## config.mk

```make
export PLATFORM = sky130hd
export DESIGN_NAME = sps_sequencer
export DESIGN_NICKNAME = d
export VERILOG_FILES = /design/src/design/sps_pkg.sv /design/src/design/sps_ctl_if.sv /design/src/design/sps_input_sync.sv /design/src/design/sps_phase_decode.sv /design/src/design/sps_sequencer.sv
export SDC_FILE = /design/constraint.sdc
export NUM_CORES = 1
export LEC_CHECK = 0
export ABC_CLOCK_PERIOD_IN_PS = 2400
export BUFFER_PORTS_ARGS = -buffer_cell sky130_fd_sc_hd__buf_2
export CORE_MARGIN = 1.5
export CORE_UTILIZATION = 37
export CTS_BUF_LIST = sky130_fd_sc_hd__clkbuf_2 sky130_fd_sc_hd__clkbuf_4 sky130_fd_sc_hd__clkbuf_8
export DETAILED_ROUTE_END_ITERATION = 7
export PLACE_DENSITY = 0.62
export RECOVER_POWER = 100
export SYNTH_ARGS = -nofsm -noshare
export SYNTH_HDL_FRONTEND = slang
export SYNTH_SLANG_ARGS = --single-unit
```

## constraint.sdc

```tcl
create_clock -name aclk -period 2.4 [get_ports aclk]
set_clock_uncertainty 0.2 [all_clocks]
set_input_delay 0.24 -clock aclk [delete_from_list [all_inputs] [get_ports aclk]]
set_output_delay 0.24 -clock aclk [all_outputs]
set_load 0.05 [all_outputs]
```

## src/design/sps_pkg.sv

```systemverilog
package sps_pkg;

    // ------------------------------------------------------------
    // Clock and controller timing limits
    // ------------------------------------------------------------
    localparam int unsigned SPS_CLK_PERIOD_PS  = 10000;
    localparam int unsigned SPS_RESET_MIN_NS   = 10000;
    localparam int unsigned SPS_STEP_WIDTH_NS  = 10000;
    localparam int unsigned SPS_DIR_HOLD_NS    = 6250;
    localparam int unsigned SPS_MODE_HOLD_NS   = 5000;
    localparam int unsigned SPS_STEP_FMAX_KHZ  = 50;
    // Least times round up to whole cycles
    localparam int unsigned SPS_RESET_MIN_CYC  =
        (SPS_RESET_MIN_NS * 1000 + SPS_CLK_PERIOD_PS - 1) / SPS_CLK_PERIOD_PS;
    localparam int unsigned SPS_STEP_WIDTH_CYC =
        (SPS_STEP_WIDTH_NS * 1000 + SPS_CLK_PERIOD_PS - 1) / SPS_CLK_PERIOD_PS;
    localparam int unsigned SPS_DIR_HOLD_CYC   =
        (SPS_DIR_HOLD_NS * 1000 + SPS_CLK_PERIOD_PS - 1) / SPS_CLK_PERIOD_PS;
    localparam int unsigned SPS_MODE_HOLD_CYC  =
        (SPS_MODE_HOLD_NS * 1000 + SPS_CLK_PERIOD_PS - 1) / SPS_CLK_PERIOD_PS;

    // ------------------------------------------------------------
    // Sequence position and coil layout
    // ------------------------------------------------------------
    localparam int unsigned SPS_POS_W     = 3;
    localparam logic [2:0]  SPS_POS_RESET = 3'h0;
    // Coil vector: {coil_two_rev, coil_two_fwd, coil_one_rev, coil_one_fwd}
    localparam int unsigned SPS_COIL_W    = 4;
    localparam logic [3:0]  SPS_COILS_OFF = 4'h0;

    // Synchroniser lane order
    localparam int unsigned SPS_IN_STEP   = 0;
    localparam int unsigned SPS_IN_MODE   = 1;
    localparam int unsigned SPS_IN_DIR    = 2;
    localparam int unsigned SPS_IN_RUN    = 3;
    localparam int unsigned SPS_IN_EN     = 4;
    localparam int unsigned SPS_IN_W      = 5;
    // Step lane idles high so a clock already high at reset is no edge
    localparam logic [4:0]  SPS_SYNC_RESET = 5'h01;

    // ------------------------------------------------------------
    // Register map (AXI4-Lite byte addresses)
    // ------------------------------------------------------------
    localparam int unsigned SPS_ADDR_W      = 4;
    localparam logic [3:0]  SPS_ADDR_CTRL   = 4'h0;
    localparam logic [3:0]  SPS_ADDR_STATUS = 4'h4;
    localparam logic [3:0]  SPS_ADDR_STEPS  = 4'h8;
    localparam logic        SPS_CTRL_RESET  = 1'b1;
    localparam int unsigned SPS_STEPS_W     = 16;
    localparam logic [15:0] SPS_STEPS_RESET = 16'h0000;
    // STATUS field positions
    localparam int unsigned SPS_ST_POS      = 0;
    localparam int unsigned SPS_ST_MODE     = 3;
    localparam int unsigned SPS_ST_DIR      = 4;
    localparam int unsigned SPS_ST_EN       = 5;
    localparam int unsigned SPS_ST_RUN      = 6;
    localparam int unsigned SPS_ST_COILS    = 8;
    localparam logic [1:0]  SPS_RESP_OKAY   = 2'h0;
    localparam logic [1:0]  SPS_RESP_SLVERR = 2'h2;

endpackage

```

## src/design/sps_ctl_if.sv

```systemverilog
`timescale 1ns/1ps
// Synchronised control lines from the input stage to the sequencer
interface sps_ctl_if;
    logic step_rise;
    logic half_step;
    logic reverse;
    logic run;
    logic enable;

    modport src (output step_rise, output half_step, output reverse, output run, output enable);
    modport dst (input step_rise, input half_step, input reverse, input run, input enable);
endinterface

```

## src/design/sps_input_sync.sv

```systemverilog
`timescale 1ns/1ps
module sps_input_sync
    import sps_pkg::*;
(
    input  wire logic aclk,
    input  wire logic aresetn,
    input  wire logic step_clock,
    input  wire logic excitation_select,
    input  wire logic direction_select,
    input  wire logic sequencer_reset_low,
    input  wire logic output_enable,
    sps_ctl_if.src    ctl
);

    typedef struct packed {
        logic [SPS_IN_W-1:0] meta;
        logic [SPS_IN_W-1:0] sync;
        logic                step_prev;
    } sps_sync_state_t;

    sps_sync_state_t st;
    sps_sync_state_t next_st;

    // ------------------------------------------------------------
    // Two-flop synchronisers plus step history
    // ------------------------------------------------------------
    // Only the second stage is looked at; the first may be metastable
    always_comb begin
        next_st           = st;
        next_st.meta      = {output_enable, sequencer_reset_low, direction_select,
                             excitation_select, step_clock};
        next_st.sync      = st.meta;
        next_st.step_prev = st.sync[SPS_IN_STEP];
    end

    always_ff @(posedge aclk) begin
        if (!aresetn) begin
            st.meta      <= SPS_SYNC_RESET;
            st.sync      <= SPS_SYNC_RESET;
            st.step_prev <= 1'b1;
        end else begin
            st <= next_st;
        end
    end

    // Rising step edge seen in the logic clock domain
    assign ctl.step_rise = st.sync[SPS_IN_STEP] && !st.step_prev;
    assign ctl.half_step = st.sync[SPS_IN_MODE];
    assign ctl.reverse   = st.sync[SPS_IN_DIR];
    assign ctl.run       = st.sync[SPS_IN_RUN];
    assign ctl.enable    = st.sync[SPS_IN_EN];

endmodule

```

## src/design/sps_phase_decode.sv

```systemverilog
`timescale 1ns/1ps
module sps_phase_decode
    import sps_pkg::*;
(
    input  wire logic [SPS_POS_W-1:0]  pos,
    output logic      [SPS_COIL_W-1:0] coils
);

    // ------------------------------------------------------------
    // Position to coil pattern
    // ------------------------------------------------------------
    // Even positions drive two adjacent coils, odd ones a single coil,
    // so full and half stepping share one rotational order
    always_comb begin
        unique case (pos)
            3'h0: coils = 4'h9;    // One fwd + two rev, first after reset
            3'h1: coils = 4'h1;    // One fwd
            3'h2: coils = 4'h5;    // One fwd + two fwd
            3'h3: coils = 4'h4;    // Two fwd
            3'h4: coils = 4'h6;    // One rev + two fwd
            3'h5: coils = 4'h2;    // One rev
            3'h6: coils = 4'hA;    // One rev + two rev
            3'h7: coils = 4'h8;    // Two rev
        endcase
    end

endmodule

```

## src/design/sps_sequencer.sv

```systemverilog
// Register access over AXI4-Lite and the register offsets were chosen for this implementation.
`timescale 1ns/1ps
module sps_sequencer
    import sps_pkg::*;
(
    input  wire logic                  aclk,
    input  wire logic                  aresetn,
    // Controller pins
    input  wire logic                  step_clock,
    input  wire logic                  excitation_select,
    input  wire logic                  direction_select,
    input  wire logic                  sequencer_reset_low,
    input  wire logic                  output_enable,
    // Winding drives
    output logic                       coil_one_fwd,
    output logic                       coil_one_rev,
    output logic                       coil_two_fwd,
    output logic                       coil_two_rev,
    // AXI4-Lite slave
    input  wire logic [SPS_ADDR_W-1:0] s_axi_awaddr,
    input  wire logic [2:0]            s_axi_awprot,
    input  wire logic                  s_axi_awvalid,
    output logic                       s_axi_awready,
    input  wire logic [31:0]           s_axi_wdata,
    input  wire logic [3:0]            s_axi_wstrb,
    input  wire logic                  s_axi_wvalid,
    output logic                       s_axi_wready,
    output logic [1:0]                 s_axi_bresp,
    output logic                       s_axi_bvalid,
    input  wire logic                  s_axi_bready,
    input  wire logic [SPS_ADDR_W-1:0] s_axi_araddr,
    input  wire logic [2:0]            s_axi_arprot,
    input  wire logic                  s_axi_arvalid,
    output logic                       s_axi_arready,
    output logic [31:0]                s_axi_rdata,
    output logic [1:0]                 s_axi_rresp,
    output logic                       s_axi_rvalid,
    input  wire logic                  s_axi_rready
);

    typedef struct packed {
        logic [SPS_POS_W-1:0]   pos;
        logic [SPS_COIL_W-1:0]  coils;
        logic                   soft_en;
        logic [SPS_STEPS_W-1:0] steps;
        logic                   aw_rdy;
        logic                   w_rdy;
        logic                   aw_got;
        logic                   w_got;
        logic [SPS_ADDR_W-1:0]  waddr;
        logic [31:0]            wdata;
        logic [3:0]             wstrb;
        logic                   bvalid;
        logic [1:0]             bresp;
        logic                   ar_rdy;
        logic                   rvalid;
        logic [31:0]            rdata;
        logic [1:0]             rresp;
    } sps_top_state_t;

    // One record holds all state; every output below is a bit of it
    sps_top_state_t            st;
    sps_top_state_t            next_st;
    logic [SPS_COIL_W-1:0]     table_coils;
    logic                      drive_en;
    logic                      wr_fire;
    logic                      wr_steps_clr;
    logic [31:0]               status_word;

    // Synchronised control lines from the input stage
    sps_ctl_if ctl ();

    // ------------------------------------------------------------
    // Input synchronisers and coil table
    // ------------------------------------------------------------
    // Pins reach the sequencer two cycles late; the coils follow a step two more, run or enable one more
    sps_input_sync u_sync (
        .aclk                (aclk),
        .aresetn             (aresetn),
        .step_clock          (step_clock),
        .excitation_select   (excitation_select),
        .direction_select    (direction_select),
        .sequencer_reset_low (sequencer_reset_low),
        .output_enable       (output_enable),
        .ctl                 (ctl.src)
    );

    // Coil pattern of the present position, registered once more below
    sps_phase_decode u_decode (
        .pos   (st.pos),
        .coils (table_coils)
    );

    // ------------------------------------------------------------
    // Step arithmetic
    // ------------------------------------------------------------
    // Full-step from an odd (single coil) position moves one slot onto the
    // nearest two-coil state in the travel direction, so no step is skipped
    function automatic logic [SPS_POS_W-1:0] sps_advance(
        input logic [SPS_POS_W-1:0] pos,
        input logic                 half,
        input logic                 rev
    );
        logic [SPS_POS_W-1:0] delta;
        delta = (half || pos[0]) ? 3'h1 : 3'h2;
        if (rev) begin
            sps_advance = pos - delta;
        end else begin
            sps_advance = pos + delta;
        end
    endfunction

    // Address decode shared by the write and read paths; holes answer SLVERR
    function automatic logic [1:0] sps_resp_for(
        input logic [SPS_ADDR_W-1:0] addr
    );
        unique case (addr)
            SPS_ADDR_CTRL, SPS_ADDR_STATUS, SPS_ADDR_STEPS: begin
                sps_resp_for = SPS_RESP_OKAY;
            end
            default: begin
                sps_resp_for = SPS_RESP_SLVERR;
            end
        endcase
    endfunction

    // Software enable gates the pin enable; both must be high to drive
    // The pins pass the sync stage, so the coils drop within four cycles
    assign drive_en = ctl.run && ctl.enable && st.soft_en;

    // Write happens once address and data are both held
    // An unanswered response blocks a second fire of the same write
    assign wr_fire      = st.aw_got && st.w_got && !st.bvalid;
    assign wr_steps_clr = wr_fire && (st.waddr == SPS_ADDR_STEPS) && st.wstrb[0];

    // Live status word for reads
    // Pin fields show synchronised levels, two cycles behind the pins
    always_comb begin
        status_word                                      = 32'h0000_0000;
        status_word[SPS_ST_POS +: SPS_POS_W]             = st.pos;
        status_word[SPS_ST_MODE]                         = ctl.half_step;
        status_word[SPS_ST_DIR]                          = ctl.reverse;
        status_word[SPS_ST_EN]                           = ctl.enable;
        status_word[SPS_ST_RUN]                          = ctl.run;
        status_word[SPS_ST_COILS +: SPS_COIL_W]          = st.coils;
    end

    // ------------------------------------------------------------
    // Next state
    // ------------------------------------------------------------
    always_comb begin
        next_st = st;

        // Sequencer: reset wins, then an edge advances, otherwise hold.
        // Position keeps moving while disabled so timing carries through.
        if (!ctl.run) begin
            next_st.pos = SPS_POS_RESET;
        end else if (ctl.step_rise) begin
            next_st.pos = sps_advance(st.pos, ctl.half_step, ctl.reverse);
        end

        // Coil drive follows the table one cycle after the position
        if (drive_en) begin
            next_st.coils = table_coils;
        end else begin
            next_st.coils = SPS_COILS_OFF;
        end

        // Step counter; a step in the clearing cycle still counts
        if (wr_steps_clr) begin
            next_st.steps = SPS_STEPS_RESET;
        end
        if (ctl.run && ctl.step_rise) begin
            next_st.steps = (wr_steps_clr ? SPS_STEPS_RESET : st.steps) + 16'h0001;
        end

        // Write address and data channels, taken in either order
        if (s_axi_awvalid && st.aw_rdy) begin
            next_st.aw_got = 1'b1;
            next_st.waddr  = s_axi_awaddr;
        end
        if (s_axi_wvalid && st.w_rdy) begin
            next_st.w_got = 1'b1;
            next_st.wdata = s_axi_wdata;
            next_st.wstrb = s_axi_wstrb;
        end

        // Register write and response
        if (wr_fire) begin
            next_st.aw_got = 1'b0;
            next_st.w_got  = 1'b0;
            next_st.bvalid = 1'b1;
            next_st.bresp  = sps_resp_for(st.waddr);
            unique case (st.waddr)
                SPS_ADDR_CTRL: begin
                    if (st.wstrb[0]) begin
                        next_st.soft_en = st.wdata[0];
                    end
                end
                SPS_ADDR_STATUS, SPS_ADDR_STEPS: begin
                    // Status ignores writes; steps clears above
                end
                default: begin
                    // Unmapped: nothing changes, the response says SLVERR
                end
            endcase
        end else if (st.bvalid && s_axi_bready) begin
            next_st.bvalid = 1'b0;
        end
        // Readies drop once a channel is held, so no second write slips in
        next_st.aw_rdy = !next_st.aw_got && !next_st.bvalid;
        next_st.w_rdy  = !next_st.w_got && !next_st.bvalid;

        // Read channel: data captured when the address is taken
        // A status read is a snapshot of the address cycle, not a later one
        if (s_axi_arvalid && st.ar_rdy) begin
            next_st.rvalid = 1'b1;
            next_st.rresp  = sps_resp_for(s_axi_araddr);
            unique case (s_axi_araddr)
                SPS_ADDR_CTRL: begin
                    next_st.rdata = {31'h0000_0000, st.soft_en};
                end
                SPS_ADDR_STATUS: begin
                    next_st.rdata = status_word;
                end
                SPS_ADDR_STEPS: begin
                    next_st.rdata = {16'h0000, st.steps};
                end
                default: begin
                    next_st.rdata = 32'h0000_0000;
                end
            endcase
        end else if (st.rvalid && s_axi_rready) begin
            next_st.rvalid = 1'b0;
        end
        next_st.ar_rdy = !next_st.rvalid;
    end

    // ------------------------------------------------------------
    // State register
    // ------------------------------------------------------------
    // Bus reset only; the sequencer reset pin acts through the sync stage
    // and the next-state logic, so it never disturbs a bus transfer
    always_ff @(posedge aclk) begin
        if (!aresetn) begin
            st.pos     <= SPS_POS_RESET;
            st.coils   <= SPS_COILS_OFF;
            st.soft_en <= SPS_CTRL_RESET;
            st.steps   <= SPS_STEPS_RESET;
            st.aw_rdy  <= 1'b1;
            st.w_rdy   <= 1'b1;
            st.aw_got  <= 1'b0;
            st.w_got   <= 1'b0;
            st.waddr   <= 4'h0;
            st.wdata   <= 32'h0000_0000;
            st.wstrb   <= 4'h0;
            st.bvalid  <= 1'b0;
            st.bresp   <= SPS_RESP_OKAY;
            st.ar_rdy  <= 1'b1;
            st.rvalid  <= 1'b0;
            st.rdata   <= 32'h0000_0000;
            st.rresp   <= SPS_RESP_OKAY;
        end else begin
            st <= next_st;
        end
    end

    // ------------------------------------------------------------
    // Outputs, all straight from flops
    // ------------------------------------------------------------
    // Winding drives, one lane of the coil vector each
    assign coil_one_fwd  = st.coils[0];
    assign coil_one_rev  = st.coils[1];
    assign coil_two_fwd  = st.coils[2];
    assign coil_two_rev  = st.coils[3];

    // Bus handshakes and answers
    assign s_axi_awready = st.aw_rdy;
    assign s_axi_wready  = st.w_rdy;
    assign s_axi_bvalid  = st.bvalid;
    assign s_axi_bresp   = st.bresp;
    assign s_axi_arready = st.ar_rdy;
    assign s_axi_rvalid  = st.rvalid;
    assign s_axi_rdata   = st.rdata;
    assign s_axi_rresp   = st.rresp;

endmodule

```

== Yosys cells after proc, flatten, opt, wreduce, memory -nomap -nowiden ==
Memory sizes are Yosys's and may differ from the RTL's. A register that Yosys moved wholly into a read port is not among the register bits.
Cells that the tools add are included.

* Add/sub/neg operators: 3
* Equal/unequal tests: 4
* Muxes and demuxes: 14
* Reductions and logical operators: 30

{| class="wikitable"
|+ Operators with widths
! operator !! number
|-
| $pmux W16 S3 || 1
|-
| $mux W16 || 2
|-
| $add A16 B1 Y16 const B || 1
|-
| $logic_and A1 B1 Y1 || 15
|-
| $eq A4 B3 Y1 const B || 2
|-
| $eq A4 B4 Y1 const B || 2
|-
| $logic_not A4 Y1 || 2
|-
| $mux W2 || 4
|-
| $logic_not A1 Y1 || 7
|-
| $mux W1 || 6
|-
| $reduce_or A3 Y1 || 2
|-
| $reduce_and A2 Y1 || 2
|-
| $add A3 B2 Y3 || 1
|-
| $mux W3 || 1
|-
| $reduce_and A3 Y1 || 1
|-
| $sub A3 B2 Y3 || 1
|-
| $logic_or A1 B1 Y1 || 1
|}

* Register bits: 80
* Bits in read-only memories: 32
* Input port bits: 62
* Output and inout port bits: 45
* Word-level logic and storage cells: 71
* Memories: 1

{| class="wikitable"
|+ Memories
! memory !! words !! bits a word !! read ports !! clocked after Yosys merged registers in !! wr ports !! line !! RTL
|-
| (no name shown) || 8 || 4 || 1 || 1 || 0 || sps_phase_decode.sv:15 || <nowiki>unique case (pos)</nowiki>
|}

== Depth between registers and ports, before layout ==
Gate-level depths: netlist of run 1.

* Depth in word-level cells: 7
* Mapped depth: 8
* Gate-level depth less buffers: 8

== Hierarchy ==
A second synthesis of run 1 with hierarchy kept.

* Cells, all modules: 324
* Area, all modules: 2924.1 sq um

{| class="wikitable"
|+ By module, submodules not included
! module !! instances !! cells an instance !! area each (sq um) !! sequential area each (sq um)
|-
| sps_sequencer || 1 || 295 || 2578.7 || 1101.1
|-
| sps_input_sync || 1 || 24 || 306.5 || 220.2
|-
| sps_phase_decode || 1 || 5 || 38.8 || 0.0
|}

== Least setup slack after synthesis of run 1 ==
No wires, ideal clock.

* Path type: flip-flop to flip-flop
* Start: reg st (netlist bit s_axi_bvalid)
* End: reg st[95] (netlist name)
* Library setup time: 0.073 ns
* Data arrival time: 2.360 ns
* Data required time: 2.127 ns
* Slack: -0.232 ns
* Stages on the path, launching flop included: 9
* Buffers on the path: 0
* Clock period less this slack: 2.632 ns
* Path through: dfxtp_1 > and4b_4 > nand2_1 > and2_1 > ha_1 > nand4b_1 > a211o_2 > or3_1 > a21oi_1

* Longest elaborated chain between the ends: 7

{| class="wikitable"
|+ Ends and longest elaborated chain
! what !! line !! RTL
|-
| start, declared || sps_sequencer.sv:62 || <nowiki>sps_top_state_t st;</nowiki>
|-
| start signal, assigned || sps_sequencer.sv:264 || <nowiki>st <= next_st;</nowiki>
|-
| $logic_not A1 Y1 (*) || sps_sequencer.sv:133 || <nowiki>assign wr_fire = st.aw_got && st.w_got && !st.bvalid;</nowiki>
|-
| $logic_and A1 B1 Y1 (*) || sps_sequencer.sv:133 ||
|-
| $logic_and A1 B1 Y1 (*) (2 in series) || sps_sequencer.sv:134 || <nowiki>assign wr_steps_clr = wr_fire && (st.waddr == SPS_ADDR_STEPS) && st.wstrb[0];</nowiki>
|-
| $mux W16 (*) || - ||
|-
| $add A16 B1 Y16 || sps_sequencer.sv:174 || <nowiki>next_st.steps = (wr_steps_clr ? SPS_STEPS_RESET : st.steps) + 16'h0001;</nowiki>
|-
| $mux W16 (*) || sps_sequencer.sv:173 || <nowiki>if (ctl.run && ctl.step_rise) begin</nowiki>
|}

Every way passes the cells marked *; elsewhere a longest branch is shown, timed or not.
A chain may end at the register's enable or synchronous reset.

== Final worst setup path of run 1 ==
* Start: reg st[78] (netlist name)
* End: reg st[97] (netlist name)

* Longest elaborated chain between the ends: 6

{| class="wikitable"
|+ Ends and longest elaborated chain
! what !! line
|-
| $eq A4 B4 Y1 (*) || sps_sequencer.sv:134
|-
| $logic_and A1 B1 Y1 (*) (2 in series) || sps_sequencer.sv:134
|-
| $mux W16 (*) || -
|-
| $add A16 B1 Y16 || sps_sequencer.sv:174
|-
| $mux W16 (*) || sps_sequencer.sv:173
|}

Marked as above.

==> results of run 1 <==
[stage by stage]
step | worst slack, ps | cell area [um2] | hold slack, ps
2_1_floorplan | 29.5 | 3020 | 141
3_3_place_gp | 103 | 3130 | 197
3_5_place_dp | 36.1 | 3130 | 197
4_1_cts | 9.16 | 3500 | 10.6
5_1_grt | -19.0 | 3520 | 26.8
6_report | 90.8 | 3520 | 26.1
[cell usage after synthesis (all sizes together) (2+ instances only)]
cell | n | share of area [%]
a22oi | 11 | 2.8
o21ai | 11 | 1.9
nand4 | 5 | 1.1
a2bb2oi | 10 | 3.0
inv | 6 | 0.76
a2111oi | 2 | 0.59
nor2 | 30 | 3.8
nand3b | 3 | 0.89
nand4b | 2 | 0.59
and3 | 4 | 0.85
and2 | 12 | 2.5
a211o | 3 | 1.2
mux2i | 4 | 1.4
nand2b | 4 | 0.85
dfxtp | 66 | 45
xnor2 | 6 | 1.8
nor2b | 3 | 0.64
nor3 | 3 | 0.51
a21oi | 27 | 4.6
a211oi | 2 | 0.51
nand3 | 9 | 1.5
buf | 37 | 9.3
nand2 | 34 | 4.3
xor2 | 2 | 0.59
and4b | 2 | 0.85
or3 | 6 | 1.3
clkbuf | 8 | 1.0
o21a | 2 | 0.51
nor4b | 3 | 1.8
[final cells by class]
| type | instances | area, um2 | area share, % |
|---|---|---|---|
| multi-input cells | 229 | 1390 | 39.6 |
| flip-flops and latches | 66 | 1330 | 37.8 |
| repair buffers | 71 | 408 | 11.6 |
| clock buffers | 11 | 151 | 4.30 |
| well taps | 102 | 128 | 3.63 |
| clock inverters | 5 | 85.1 | 2.42 |
| inverters | 6 | 22.5 | 0.640 |
[power by group through the flow]
stage | registers (mW) | clock network, mW | logic [mW]
floorplan | 1.19 | 0 | 0.169
global placement | 1.17 | 0 | 0.221
detailed placement | 1.17 | 0 | 0.222
CTS | 1.15 | 1.11 | 0.240
global route | 1.15 | 1.15 | 0.259
finish | 1.15 | 1.08 | 0.240
[worst register-to-register path, delay by kind of cell, from the launching register on]
kind	cells	cell delay, ps
simple gates	5	1000
compound gates	2	520
fa+ha+maj	1	160
flops	1	360
[sequential cells by signal, summed over array words and instances, names as in the netlist]
register / flops
st: 28
s_axi_rdata: 16
u_sync.next_st: 6
coil_one_fwd: 1
coil_one_rev: 1
coil_two_fwd: 1
coil_two_rev: 1
s_axi_arready: 1
s_axi_awready: 1
s_axi_bresp: 1
s_axi_bvalid: 1
s_axi_rresp: 1
s_axi_rvalid: 1
s_axi_wready: 1
u_sync.ctl.enable: 1
u_sync.ctl.half_step: 1
u_sync.ctl.reverse: 1
u_sync.ctl.run: 1
u_sync.st: 1
[logic make-up (layout without fill, tap and decap cells)]
kind of cell    after synthesis  count (layout)
flops                        66              66
xor+xnor                      8               8
fa+ha+maj                     2               2
buf+inv                      51              93
other cells                   1              18
mux                           5               5
compound gates               72              72
simple gates                124             124
[path summary, 6_finish.rpt]
path                     startpoint                 to  slack (ps)  cells past startpoint
hold reg to reg   u_sync.next_st[1]  u_sync.next_st[0]         210                      1
hold / removal         s_axi_rready       s_axi_rvalid          30                      3
setup reg to reg             st[78]             st[97]          90                      8
setup / recovery             st[78]             st[97]          90                      8
[cells in the final DEF (no fill, tap or decap), drive strengths merged, types with 2 or more instances in the layout]
master	synthesis	layout
o21ai	11	11
o21a	2	2
nand4	5	5
buf	37	27
dfxtp	66	66
xnor2	6	6
nor2	30	30
and2	12	12
a2111oi	2	2
mux2i	4	4
a211o	3	3
dlygate4sd3	0	14
bufinv	0	2
a22oi	11	11
conb	1	18
nor3	3	3
clkbuf	8	41
and4b	2	2
nand3b	3	3
nand3	9	9
nand2	34	34
xor2	2	2
or3	6	6
nand4b	2	2
a211oi	2	2
a2bb2oi	10	10
nor4b	3	3
inv	6	7
nor2b	3	3
and3	4	4
nand2b	4	4
a21oi	27	27
[per-layer routing]
layer  vias up  track usage, %  share of wire, %
met5         -               0                 0
met4         0            5.64              0.63
met3         4            4.93               6.7
met2        75            23.6                45
met1      1099            18.3                48
li1       1211               -                 -
[repair_timing]
item                                    CTS  global route
buffers inserted                          0             3
resized for setup                         0            11
hold buffers                             14             0
endpoints found under the setup margin    0             4
hold endpoints to repair                 14             0
==> results_dict.tcl, run 1 <==
set metrics [dict create \
    critPathBufInv 0 \
    routed_wirelength_mm 6.06 \
    yosys.area_share.simple_pct 22.8 \
    switchingPower_uw 629 \
    dieArea_mm2 0.00853 \
    grt_pass1_wl_mm 9.80 \
    gp_congestion 0.794 \
    num_vias 2389 \
    synth-compound-area-share_pct 16.1 \
    htreeDepth 3 \
    synth_top_family_by_area "simple AND/OR/NAND/NOR gates" \
    synthFlopType "dfxtp_1" \
    fin_cells 490 \
    synth_edf_count 0 \
    synth_seq_area_share_pct 44.7 \
    synthMuxAreaShare_pct 1.74 \
    n_antenna_cell 0 \
    netlist_instances 329 \
    total_power_mw 2.47 \
    crit_family "simple AND/OR/NAND/NOR gates" \
    die_width_um 92.3 \
    ys_ff_latch 66 \
    design.core.area_mm2 0.00773 \
    synth_area_per_cell_um2 8.98 \
    drive_above_1_share_pct 16.5 \
    fill_cells 788 \
    cp_slowest_cell "a211o_2" \
    layout.nets 447 \
    p_per_area_mw_per_mm2 702 \
    finalCritPeriodShare_pct 96.2 \
    route.detailed.drc 0 \
    start_kind "flop" \
    setup_viol 0 \
    cts.sinks 66 \
    arrival_ps 2380 \
    synthesis.area_mm2 0.00295 \
    dp_hpwl_mm 4.34 \
    cts_tree "yes" \
    tns_ps 0 \
    hold_path_class "in2reg" \
    period_minus_slack_ps 2310 \
    pwr-share-comb_pct 9.7 \
    vdd_ir_drop_max_mv 0.469 \
    fmax_ghz 0.433 \
    antenna_found_initial 0 \
    grt_max_degree 23 \
    cell_internal_pwr_mw 1.84 \
    drv_cap 0 \
    drtAntennaViolNets 0 \
    drtPass1Iterations 4 \
    worstMarginPinSlew_ps 610 \
    routedWlPerCell_um 12.4 \
    die_h_um 92.3 \
    grt_remaining_overflow 0 \
    relSlewSlack_pct 59.5 \
    post-place-cells 457 \
    row_count 32 \
    p_clk_share_pct 43.8 \
    cp-end-kind "flop" \
    vias_per_cell 4.88 \
    clk_latency_ps 340 \
    ys_types 48 \
    worst-path-max-fanout 5 \
    cts_made_buffers 9 \
    synth_adder_area_share_pct 1.10 \
    maxSlewViolCount 0 \
    cpPeakStageDelay_ps 380 \
    io_buffers 48 \
    clockBufferDepth 2 \
    critPathRequiredTime_ps 2470 \
    area_growth_pct 19.1 \
    worstPathCellList "and4b_4 > nand2_2 > and2_4 > ha_2 > nand4b_1 > a211o_2 > or3_4 > a21oi_2" \
    sw_frac_of_total_pct 25.5 \
    finish.utilization_pct 45.5 \
    clkSlewWorstSetupHoldPaths_ps 70 \
    hold_viol 0 \
    async_flop_share_pct 0 \
    drt_iter0_markers 96 \
    crit_type "reg2reg" \
    initial_core_util_pct 38.2 \
    clockRootBuffer "clkbuf_8" \
    ys.warnings.count 0 \
    grt_pass1_vias 2144 \
    synth-xor-area-share_pct 2.37 \
    grt_use_total_pct 14.7 \
    ios 107 \
    status "completed" \
    pwr-share-seq_pct 46.5 \
    leakage_nw 1.30 \
]
Power figures use the tool's default switching activity.
==> inputs of run 2 (changes only) <==
- PLACE_DENSITY: 0.62 -> 0.71
==> run 2 against run 1 <==
Net effect:
- utilization is 0.60 points lower
- register-to-register slack better by 20 ps
- first-iteration DRC count rose by 52%
- critical path depth is the same
- non-clock buffer count increased by 1
- worst setup slack improved by 24 ps
- critical endpoint unchanged
==> results_dict.tcl, run 2 (synthesis gave the netlist of run 1 again) <==
set metrics [dict create \
    ios 107 \
    crit_family "simple AND/OR/NAND/NOR gates" \
    hold_viol 0 \
    regMostFlops "st" \
    drt_iter0_markers 146 \
    num_vias 2424 \
    io_buffers 48 \
    reg2reg_from "st[78]" \
    routedWlPerCell_um 12.9 \
    r2r_cells 8 \
    gp_congestion 0.805 \
    vias_per_cell 4.94 \
    maxSlewViolCount 0 \
    cp_slowest_cell "a211o_2" \
    grt_max_degree 23 \
    relSlewSlack_pct 59.7 \
    tns_ps 0 \
    critPathBufInv 0 \
    clk_latency_ps 340 \
    fill_cells 790 \
    cp-end-kind "flop" \
    r2r-end "st[97]" \
    clkSlewWorstSetupHoldPaths_ps 70 \
    drive_above_1_share_pct 17.0 \
    cts_tree "yes" \
    die_width_um 92.3 \
    crit_type "reg2reg" \
    cts.sinks 66 \
    whs_path_depth 3 \
    clockBufferDepth 2 \
    final_cell_mix "dfxtp_1, nand2_1, nor2_1" \
    status "completed" \
    total_power_mw 2.30 \
    initial_core_util_pct 38.2 \
    finish.utilization_pct 44.9 \
    clockRootBuffer "clkbuf_8" \
    finalCritPeriodShare_pct 95.2 \
    area_growth_pct 17.5 \
    start_kind "flop" \
    drtPass1Iterations 4 \
    leakage_nw 1.29 \
    n_antenna_cell 0 \
    rrSetupSlack_ps 110 \
    row_count 32 \
    design.core.area_mm2 0.00773 \
    grt_pass1_vias 2330 \
    cpPeakStageDelay_ps 380 \
    grt_pass1_wl_mm 10.5 \
    hold_start "s_axi_rready" \
    fin_area_mm2 0.00347 \
    hold_path_class "in2reg" \
    routed_wirelength_mm 6.33 \
    cts_made_buffers 9 \
    grt_use_total_pct 15.6 \
    grt_remaining_overflow 0 \
    p_per_area_mw_per_mm2 663 \
    placed_cell_area_mm2 0.00315 \
    route.detailed.drc 0 \
    worstPathCellList "and4b_4 > nand2_1 > and2_4 > ha_2 > nand4b_1 > a211o_2 > or3_1 > a21oi_1" \
    dieArea_mm2 0.00853 \
    multi_input_area_mm2 0.00138 \
    layout_commonest_cell "dfxtp_1" \
    largest_register_ffs 28 \
    layout.nets 448 \
    arrival_ps 2360 \
    drv_cap 0 \
    critPathRequiredTime_ps 2480 \
    fmax_ghz 0.438 \
    htreeDepth 3 \
    worstMarginPinSlew_ps 608 \
    worst-path-max-fanout 5 \
    period_minus_slack_ps 2290 \
    whs_endpoint "s_axi_rvalid" \
    drtAntennaViolNets 0 \
    dp_hpwl_mm 4.39 \
    ff_latch_area_mm2 0.00133 \
    vdd_ir_drop_max_mv 0.434 \
    antenna_found_initial 0 \
    die_h_um 92.3 \
    setup_viol 0 \
]
[run 2: how the worst max path moves through the flow]
stage                       startpoint  endpoint  slack (ps)  cells after the start
after floorplan           s_axi_bvalid    st[95]          30                      8
after global placement          st[78]    st[93]         110                      9
after detailed placement        st[78]    st[93]          60                      9
after CTS                       st[78]    st[93]          40                      9
after global routing            st[78]    st[97]          -5                      8
final                           st[78]    st[97]         110                      8
[run 2: power breakdown]
part	internal (mW)	switching, mW	total [mW]
clock network	0.478	0.438	0.916
registers	1.12	0.0235	1.15
logic	0.0663	0.173	0.239
[run 2: metrics by stage]
| stage | hold slack (ps) | worst slack (ps) | instances |
|---|---|---|---|
| after floorplan | 141 | 29.5 | 346 |
| after global placement | 197 | 108 | 460 |
| after detailed placement | 199 | 59.6 | 460 |
| after CTS | 5.09 | 40.3 | 489 |
| after global routing | 21.4 | -4.78 | 491 |
| final | 19.4 | 115 | 491 |
[run 2: layer usage]
layer / GRT usage, % / vias to the layer above / routed length [um]
li1: - / 1210 / -
met1: 18.2 / 1139 / 2900
met2: 26.5 / 67 / 3030
met3: 5.09 / 8 / 334
met4: 5.64 / 0 / 71
met5: 0 / - / 0
[run 2: timing repair]
action / in CTS / in global routing
setup buffers: 0 / 2
hold endpoints to repair: 13 / 0
hold buffers: 13 / 0
gates resized for setup: 0 / 11
endpoints found under the setup margin: 0 / 4
[run 2: final cells by class]
cell class	count	share of cell area, %
Clock buffer	9	3.57
Clock inverter	7	1.95
Multi-Input combinational cell	229	39.8
Sequential cell	66	38.4
Inverter	6	0.649
Timing Repair Buffer	72	12.0
Tap cell	102	3.68
[run 2: tightest hold or removal path, stage by stage]
cell	delay [ps]
buf_2	70
nor2b_1	40
o21a_1	170
